<file path="config.mk">
export PLATFORM = sky130hd
export DESIGN_NAME = usb_irq_sources
export DESIGN_NICKNAME = d
export VERILOG_FILES = /design/src/usb_irq_pkg.sv /design/src/usb_irq_sources.sv
export SDC_FILE = /design/constraint.sdc
export NUM_CORES = 1
export LEC_CHECK = 0
export ABC_AREA = 0
export ABC_CLOCK_PERIOD_IN_PS = 2550
export BUFFER_PORTS_ARGS = -buffer_cell sky130_fd_sc_hd__buf_2
export CORE_ASPECT_RATIO = 1.25
export CORE_MARGIN = 8
export CORE_UTILIZATION = 52
export DETAILED_ROUTE_END_ITERATION = 10
export GPL_ROUTABILITY_DRIVEN = 0
export GPL_TIMING_DRIVEN = 1
export PLACE_DENSITY = 0.89
export SYNTH_ARGS = -nofsm -noshare
export SYNTH_HDL_FRONTEND = slang
export SYNTH_SLANG_ARGS = --single-unit
</file>
<file path="constraint.sdc">
create_clock -name pclk -period 2.55 [get_ports pclk]
set_input_delay 0 -clock pclk [delete_from_list [all_inputs] [get_ports pclk]]
set_output_delay 0 -clock pclk [all_outputs]
set_load 0.01 [all_outputs]
</file>
<file path="src/usb_irq_pkg.sv">
package usb_irq_pkg;
   // register indices; byte address is four times the index
   localparam logic [12:0] IDX_STATUS    = 13'h1ff7;
   localparam logic [12:0] IDX_MASK      = 13'h1ff6;
   localparam logic [12:0] IDX_ACK       = 13'h1ff5;
   localparam logic [12:0] IDX_ENABLE    = 13'h1ff3;
   localparam logic [12:0] IDX_SUSP_STAT = 13'h1ffa;
   localparam logic [12:0] IDX_SUSP_EN   = 13'h1ff9;
   localparam logic [12:0] IDX_SUSP_MASK = 13'h1ff8;
   localparam logic [12:0] IDX_FRAME_LO  = 13'h1ff0;
   localparam logic [12:0] IDX_FRAME_HI  = 13'h1ff1;
   localparam logic [12:0] IDX_EP_DIR    = 13'h1ff2;
   localparam logic [1:0]  BYTE_LANE     = 2'h0;

   // event status bit positions
   localparam int BIT_SOF  = 7;
   localparam int BIT_EOF2 = 6;
   localparam int BIT_RSVD = 5;
   localparam int BIT_FE3  = 4;
   localparam int BIT_HUB0 = 3;
   localparam int BIT_FE2  = 2;
   localparam int BIT_FE1  = 1;
   localparam int BIT_FE0  = 0;

   // suspend/resume status bit positions
   localparam int SB_SUSP   = 0;
   localparam int SB_RESUME = 1;
   localparam int SB_WAKE   = 2;
   localparam int SB_BUSRST = 3;

   // endpoint slots: 0..3 function endpoints, 4 hub endpoint 0
   localparam int N_EP     = 5;
   localparam int EP_HUB0  = 4;

   // reset values
   localparam logic [7:0]  RST_BYTE  = 8'h00;
   localparam logic [3:0]  RST_NIB   = 4'h0;
   localparam logic [15:0] RST_CNT   = 16'h0000;
   localparam logic [7:0]  RSVD_MASK = 8'hdf;

   // frame timing
   localparam int FRAME_PERIOD_NS  = 1000000;
   localparam int CLK_PERIOD_NS    = 25;
   localparam int FRAME_CYCLES     = FRAME_PERIOD_NS / CLK_PERIOD_NS;
   localparam int EOF2_LEAD_CYCLES = 10;

   // endpoint control/status register change strobes
   typedef struct packed {
      logic rx_out_set;
      logic txrdy_clr;
      logic tx_cmpl_set;
      logic rx_setup_set;
   } ep_csr_evt_type;

   // bus-level events from the serial engine
   typedef struct packed {
      logic sof_valid;
      logic remote_wakeup;
      logic global_suspend;
      logic resume;
      logic bus_reset;
   } bus_evt_type;

   typedef enum logic [0:0] {
      HUB_ACTIVE  = 1'b0,
      HUB_SUSPEND = 1'b1
   } hub_state_type;
endpackage

</file>
<file path="src/usb_irq_sources.sv">
// Behaviour
// - valid start-of-frame raises its event and stores the frame number in two registers
// - frame timer raises end-of-frame-point event ten cycles before next frame
// - endpoints configured IN raise event after IN token, transmit and acknowledge
// - remote wakeup request from the function raises its event
// - global suspend raises event and, unless resume comes in the same cycle, puts hub in suspend preparation
// - resume raises event and drives resume propagation
// - bus reset raises event only when separation from controller reset enabled
// - every source has its own enable, status and mask bit
// - suspend and resume events clear by writing zero to their bit
// - other events clear by writing one: status events via the acknowledge register, wakeup and bus reset via the suspend status register
// - endpoint triggers differ between control and non-control endpoints
// - received OUT packet sets status on control or OUT endpoints
// - ready cleared with transmit complete sets status on control or IN endpoints
// - received setup sets status on control endpoints only
// - transmit complete alone also sets the endpoint status bit
// - status register bit layout fixed, bit 5 reads zero
// - mask bit suppresses, enable bit allows; all reset to zero
//
// The APB slave port was chosen for this implementation.
module usb_irq_sources
   import usb_irq_pkg::*;
#(
   parameter int FRAME_LEN = FRAME_CYCLES
) (
   // clock and reset
   input  wire logic           pclk,
   input  wire logic           presetn,
   // apb slave
   input  wire logic           psel,
   input  wire logic           penable,
   input  wire logic           pwrite,
   input  wire logic [15:0]    paddr,
   input  wire logic [31:0]    pwdata,
   output logic      [31:0]    prdata,
   output logic                pready,
   output logic                pslverr,
   // serial engine events
   input  wire bus_evt_type    bus_evt,
   input  wire logic [10:0]    sof_frame,
   input  wire ep_csr_evt_type ep_evt [N_EP],
   // hub control and interrupt
   output logic                hub_suspend_prep,
   output logic                resume_propagate,
   output logic                usb_irq
);

   localparam logic [15:0] EOF2_AT = 16'(FRAME_LEN - EOF2_LEAD_CYCLES);
   localparam logic [15:0] LAST_AT = 16'(FRAME_LEN - 1);

   logic [7:0]    status_r;
   logic [7:0]    status_nxt;
   logic [7:0]    mask_r;
   logic [7:0]    enable_r;
   logic [3:0]    susp_r;
   logic [3:0]    susp_nxt;
   logic [3:0]    susp_en_r;
   logic [3:0]    susp_mask_r;
   logic [3:0]    ep_dir_r;
   logic [7:0]    frame_lo_r;
   logic [2:0]    frame_hi_r;
   logic [15:0]   fcnt_r;
   logic          frun_r;
   logic          eof2_hit;
   logic [N_EP-1:0] ep_hit;
   logic [7:0]    set_vec;
   logic [3:0]    susp_set;
   logic          acc;
   logic          wr;
   logic          rd_setup;
   logic [12:0]   idx;
   logic          mapped;
   logic          err_r;
   logic          irq_r;
   logic          prop_r;
   hub_state_type hub_r;

   // register decode
   assign idx      = paddr[14:2];
   assign acc      = psel & penable;
   assign rd_setup = psel & ~penable;
   assign wr       = acc & pwrite & ~err_r;
   assign pready   = 1'b1;
   assign pslverr  = acc & err_r;

   always_comb begin
      mapped = (paddr[1:0] == BYTE_LANE) && (paddr[15] == 1'b0) &&
               (idx == IDX_STATUS || idx == IDX_MASK || idx == IDX_ACK ||
                idx == IDX_ENABLE || idx == IDX_SUSP_STAT ||
                idx == IDX_SUSP_EN || idx == IDX_SUSP_MASK ||
                idx == IDX_FRAME_LO || idx == IDX_FRAME_HI ||
                idx == IDX_EP_DIR);
   end

   // read data and error captured in setup phase
   always_ff @(posedge pclk or negedge presetn) begin
      if (!presetn) begin
         prdata <= 32'h0000_0000;
         err_r  <= 1'b0;
      end else if (rd_setup) begin
         err_r  <= ~mapped;
         prdata <= 32'h0000_0000;
         if (!pwrite) begin
            unique case (idx)
               IDX_STATUS:    prdata[7:0] <= status_r;
               IDX_MASK:      prdata[7:0] <= mask_r;
               IDX_ENABLE:    prdata[7:0] <= enable_r;
               IDX_SUSP_STAT: prdata[3:0] <= susp_r;
               IDX_SUSP_EN:   prdata[3:0] <= susp_en_r;
               IDX_SUSP_MASK: prdata[3:0] <= susp_mask_r;
               IDX_FRAME_LO:  prdata[7:0] <= frame_lo_r;
               IDX_FRAME_HI:  prdata[2:0] <= frame_hi_r;
               IDX_EP_DIR:    prdata[3:0] <= ep_dir_r;
               default:       prdata <= 32'h0000_0000;
            endcase
         end
      end
   end

   // software-written configuration
   // per-source enable and mask
   always_ff @(posedge pclk or negedge presetn) begin
      if (!presetn) begin
         mask_r      <= RST_BYTE;
         enable_r    <= RST_BYTE;
         susp_en_r   <= RST_NIB;
         susp_mask_r <= RST_NIB;
         ep_dir_r    <= RST_NIB;
      end else if (wr) begin
         if (idx == IDX_MASK)      mask_r      <= pwdata[7:0] & RSVD_MASK;
         if (idx == IDX_ENABLE)    enable_r    <= pwdata[7:0] & RSVD_MASK;
         if (idx == IDX_SUSP_EN)   susp_en_r   <= pwdata[3:0];
         if (idx == IDX_SUSP_MASK) susp_mask_r <= pwdata[3:0];
         if (idx == IDX_EP_DIR)    ep_dir_r    <= {pwdata[3:1], 1'b0};
      end
   end

   // frame number capture
   // store frame number
   always_ff @(posedge pclk or negedge presetn) begin
      if (!presetn) begin
         frame_lo_r <= RST_BYTE;
         frame_hi_r <= 3'h0;
      end else if (bus_evt.sof_valid) begin
         frame_lo_r <= sof_frame[7:0];
         frame_hi_r <= sof_frame[10:8];
      end
   end

   // hub frame timer, restarted by each start of frame
   always_ff @(posedge pclk or negedge presetn) begin
      if (!presetn) begin
         fcnt_r <= RST_CNT;
         frun_r <= 1'b0;
      end else if (bus_evt.sof_valid) begin
         fcnt_r <= RST_CNT;
         frun_r <= 1'b1;
      end else if (frun_r) begin
         fcnt_r <= (fcnt_r == LAST_AT) ? RST_CNT : fcnt_r + 16'h0001;
      end
   end

   assign eof2_hit = frun_r && (fcnt_r == EOF2_AT) && !bus_evt.sof_valid;

   // per-endpoint trigger decode
   for (genvar i = 0; i < N_EP; i++) begin : g_ep
      localparam bit IS_CTRL = (i == 0) || (i == EP_HUB0);
      // status bit of this slot
      localparam int SBIT    = (i == 3) ? BIT_FE3 : ((i == EP_HUB0) ? BIT_HUB0 : i);
      logic is_in;
      logic is_out;
      // control slots have no direction bit; hub slot lies beyond the direction register
      if (IS_CTRL) begin : g_ctl
         assign is_in  = 1'b0;
         assign is_out = 1'b0;
      end else begin : g_fn
         assign is_in  = ep_dir_r[i];
         assign is_out = ~ep_dir_r[i];
      end
      assign ep_hit[i] = (ep_evt[i].rx_out_set & (IS_CTRL | is_out))
                       | (ep_evt[i].txrdy_clr & ep_evt[i].tx_cmpl_set & (IS_CTRL | is_in))
                       | (ep_evt[i].rx_setup_set & IS_CTRL)
                       | ep_evt[i].tx_cmpl_set;

   end

   always_comb begin
      set_vec           = 8'h00;
      set_vec[BIT_SOF]  = bus_evt.sof_valid;
      set_vec[BIT_EOF2] = eof2_hit;
      set_vec[BIT_FE3]  = ep_hit[3];
      set_vec[BIT_HUB0] = ep_hit[EP_HUB0];
      set_vec[BIT_FE2]  = ep_hit[2];
      set_vec[BIT_FE1]  = ep_hit[1];
      set_vec[BIT_FE0]  = ep_hit[0];
   end

   always_comb begin
      status_nxt = status_r;
      if (wr && idx == IDX_ACK) begin
         status_nxt = status_r & ~pwdata[7:0];
      end
      status_nxt = (status_nxt | set_vec) & RSVD_MASK;
   end

   always_ff @(posedge pclk or negedge presetn) begin
      if (!presetn) begin
         status_r <= RST_BYTE;
      end else begin
         status_r <= status_nxt;
      end
   end

   // suspend/resume event sources
   always_comb begin
      susp_set            = 4'h0;
      susp_set[SB_SUSP]   = bus_evt.global_suspend;
      susp_set[SB_RESUME] = bus_evt.resume;
      susp_set[SB_WAKE]   = bus_evt.remote_wakeup;
      susp_set[SB_BUSRST] = bus_evt.bus_reset & susp_en_r[SB_BUSRST];
   end

   // suspend/resume clear by zero; others by one
   always_comb begin
      susp_nxt = susp_r;
      if (wr && idx == IDX_SUSP_STAT) begin
         susp_nxt[SB_SUSP]   = susp_r[SB_SUSP] & pwdata[SB_SUSP];
         susp_nxt[SB_RESUME] = susp_r[SB_RESUME] & pwdata[SB_RESUME];
         susp_nxt[SB_WAKE]   = susp_r[SB_WAKE] & ~pwdata[SB_WAKE];
         susp_nxt[SB_BUSRST] = susp_r[SB_BUSRST] & ~pwdata[SB_BUSRST];
      end
      susp_nxt = susp_nxt | susp_set;
   end

   always_ff @(posedge pclk or negedge presetn) begin
      if (!presetn) begin
         susp_r <= RST_NIB;
      end else begin
         susp_r <= susp_nxt;
      end
   end

   // hub suspend state and resume propagation
   always_ff @(posedge pclk or negedge presetn) begin
      if (!presetn) begin
         hub_r  <= HUB_ACTIVE;
         prop_r <= 1'b0;
      end else begin
         prop_r <= bus_evt.resume;
         unique case (hub_r)
            HUB_ACTIVE:  if (bus_evt.global_suspend && !bus_evt.resume) hub_r <= HUB_SUSPEND;
            HUB_SUSPEND: if (bus_evt.resume) hub_r <= HUB_ACTIVE;
         endcase
      end
   end

   assign hub_suspend_prep = (hub_r == HUB_SUSPEND);
   assign resume_propagate = prop_r;

   always_ff @(posedge pclk or negedge presetn) begin
      if (!presetn) begin
         irq_r <= 1'b0;
      end else begin
         irq_r <= (|(status_r & enable_r & ~mask_r))
                | (|(susp_r & susp_en_r & ~susp_mask_r));
      end
   end

   assign usb_irq = irq_r;
endmodule // usb_irq_sources

</file>
==> qor.yml <==
global_routing:
  grt_max_degree: 77
  grt_pass1_wl_um: 17540
  grt_pass1_vias: 3627
  antenna_found_initial: 0
  grt_usage: 0.2031
  overflow: 0
synthesis:
  synthesis.area_um2: 4070
  synthTopCellsByArea: "dfrtp_1 (47%), mux2_2 (11%), buf_4 (4.6%)"
  avgSynthCellArea_um2: 10.41
  yosysSeqAreaShare: 0.4673
  ys_warn_count: 0
  async_flop_share: 1.000
  synthCells: 391
  synth.distinct_cells: 58
  synth_top_flop_cell: "dfrtp_1"
  ys_ff_latch: 76
  synth_most_common_cell: "dfrtp_1"
  synth_edf_count: 0
  synth_top_cell_by_area: "dfrtp_1"
  netlist.area_leader.share: 0.4673
  synth_common_cells: "dfrtp_1 (76), mux2_2 (38), nand2_1 (33)"
job:
  cap_viol_max_count: 0
timing:
  rsz0062_at_grt: "false"
  fin_worst_skew_ns: 0.01091
  post-route-period-util: 0.9623
  finalWorstSetupSlack_ns: 0.09608
  holdWs_ns: 0.07592
  fin_setup_tns_ns: 0
  fmax_mhz: 407.5
  setup_viol: 0
  finalHoldViolCount: 0
  worst_pin_slew_ns: 0.6849
  relSlewSlack: 0.5409
  min_period_ns: 2.454
  maxSlewViolCount: 0
pwr:
  power_mw: 2.458
  power.density_nw_per_um2: 490.5
  vdd_ir_drop_max_mv: 0.3294
  power.leakage_nw: 2.221
critical_path:
  reg2reg_from: "err_r"
  path_cells: "nand4b_1 > nor3_2 > buf_4 > nand2_1 > a2111o_1 > dlygate4sd3_1"
  r2r_end: "status_r[0]"
  end_kind: "flop"
  arrival_ns: 2.69
  path_depth: 6
  worstRegToRegCells: 6
  cp_max_fo: 7
  crit_path_start_kind: "flop"
  rrSetupSlack_ns: 0.1
  cpPeakStageDelay_ns: 0.55
  crit_buf_inv: 2
  cp.required_ns: 2.78
  crit_type: "reg -> reg"
  crit_family: "buffers and inverters"
  slowest_stage: "dlygate4sd3_1"
drt:
  post_drt_wl_per_cell_um: 18.09
  drc: 0
  ant_nets: 0
  drt-total-wl_um: 10820
  dr.pass1.iters: 7
  dr_total_vias: 3513
  drt_iter0_drc: 215
  avgViaCountPerCell: 5.875
worst_hold_path:
  min_to: "fcnt_r[2]"
  hp-class: "in -> reg"
  min_path_cells: 2
  min_from: "bus_evt[4]"
layout:
  fin_nets: 589
  diodes: 0
  nFillCells: 584
  area_growth_pct: 23.12
  drive_gt1_frac: 0.2704
status:
  outcome: "finished clean"
placement:
  dp_hpwl_um: 7493
  post-place-ws_ns: 0.5441
  io_buffers: 67
die:
  row_count: 36
  ioPinCount: 126
  core_area_um2: 7702
  die_area_um2: 10930
  die_w_um: 95.13
  start_util: 0.5284
  floorplan.die.height_um: 114.9
cts:
  cts.reportedPaths.clkPinSlew_ns: 0.09
  cts-root-buf: "clkbuf_8"
  clk_latency_ns: 0.35
  postCtsSetupBuffers: 0
  htreeDepth: 3
  cts_max_path_buffers: 2
  cts_tree: "done"
  cts.sinks: 76
  cts_made_buffers: 9
layout make-up:
type	instances	area (µm²)	share of cell area
Sequential cell	76	1902	0.3795
Tap cell	95	118.9	0.02372
Timing Repair Buffer	111	775.7	0.1548
Multi-Input combinational cell	290	1968	0.3928
Inverter	10	37.54	0.007491
Clock buffer	10	137.6	0.02747
Clock inverter	6	71.32	0.01423
state kept, by name, indices dropped and copies added, names as in the netlist:
signal            count
susp_mask_r           4
frame_lo_r            8
err_r                 1
hub_suspend_prep      1
status_r              7
fcnt_r               16
frame_hi_r            3
usb_irq               1
enable_r              7
prdata                8
susp_en_r             4
resume_propagate      1
mask_r                7
susp_r                4
frun_r                1
ep_dir_r              3
per-stage QoR:
stage | util | area [µm²] | std cells
2_1_floorplan | - | 4156 | 414
3_3_place_gp | 0.5728 | 4412 | 543
3_5_place_dp | 0.5728 | 4412 | 543
4_1_cts | 0.6506 | 5011 | 598
5_1_grt | 0.6506 | 5011 | 598
6_report | 0.6506 | 5011 | 598
layout by cell type (no fill, tap or decap), types with 5 or more instances in the layout:
cell type | Yosys | final
mux2_2 | 38 | 38
clkbuf_8 | 0 | 10
nor2_1 | 18 | 18
a31oi_1 | 6 | 6
nand3_1 | 11 | 11
nor3_1 | 5 | 5
buf_2 | 4 | 67
a21o_1 | 9 | 9
conb_1 | 2 | 25
o21ai_0 | 19 | 19
dlygate4sd3_1 | 0 | 39
a221oi_1 | 5 | 5
a21oi_1 | 12 | 12
dfrtp_1 | 76 | 76
nand2b_1 | 6 | 6
nand4_1 | 8 | 8
or3_1 | 10 | 10
nand3b_1 | 12 | 12
nor2b_1 | 5 | 5
inv_1 | 10 | 10
nand2_1 | 33 | 33
cell families (layout without fill, tap and decap cells):
| family | count (synthesis) | after routing | synth area share |
|---|---|---|---|
| and+or+nand+nor | 134 | 134 | 0.1881 |
| AOI/OAI and AO/OA | 81 | 81 | 0.1383 |
| muxes | 42 | 42 | 0.1150 |
| buffers and inverters | 48 | 137 | 0.07040 |
| adders and majority gates | 2 | 2 | 0.006147 |
| DFF | 76 | 76 | 0.4673 |
| other | 2 | 25 | 0.001845 |
| xor gates and xnor gates | 6 | 6 | 0.01291 |
where the power goes:
group,internal (mW),switching (mW)
sequential,1.23,0.0199
combinational,0.111,0.134
clock,0.485,0.479
timing repair:
action                                 4_1_cts  5_1_grt
endpoints found under the hold margin      123        0
hold buffers                                39        0
resized for setup                            0        0
per-layer routing:
metal / up-vias / routed length (µm) / part of all wire / global-route usage
met3: 36 / 912 / 0.084 / 0.05291
met2: 182 / 5440 / 0.50 / 0.3396
met4: 0 / 308 / 0.028 / 0.08664
met5: - / 0 / 0 / 0
li1: 1603 / - / - / -
met1: 1692 / 4158 / 0.38 / 0.2386
worst register-to-register path, cell delays in order, from the launching register on:
cell           delay (ns)
dfrtp_1              0.40
nand4b_1             0.39
nor3_2               0.26
buf_4                0.21
nand2_1              0.10
a2111o_1             0.42
dlygate4sd3_1        0.55
worst max-delay path by stage:
stage | from | to
floorplan | fcnt_r[7] | fcnt_r[8]
global placement | fcnt_r[6] | fcnt_r[14]
detailed placement | err_r | susp_mask_r[1]
CTS | err_r | status_r[0]
global route | err_r | status_r[0]
finish | err_r | status_r[0]
(Power assumes the default switching activity.)
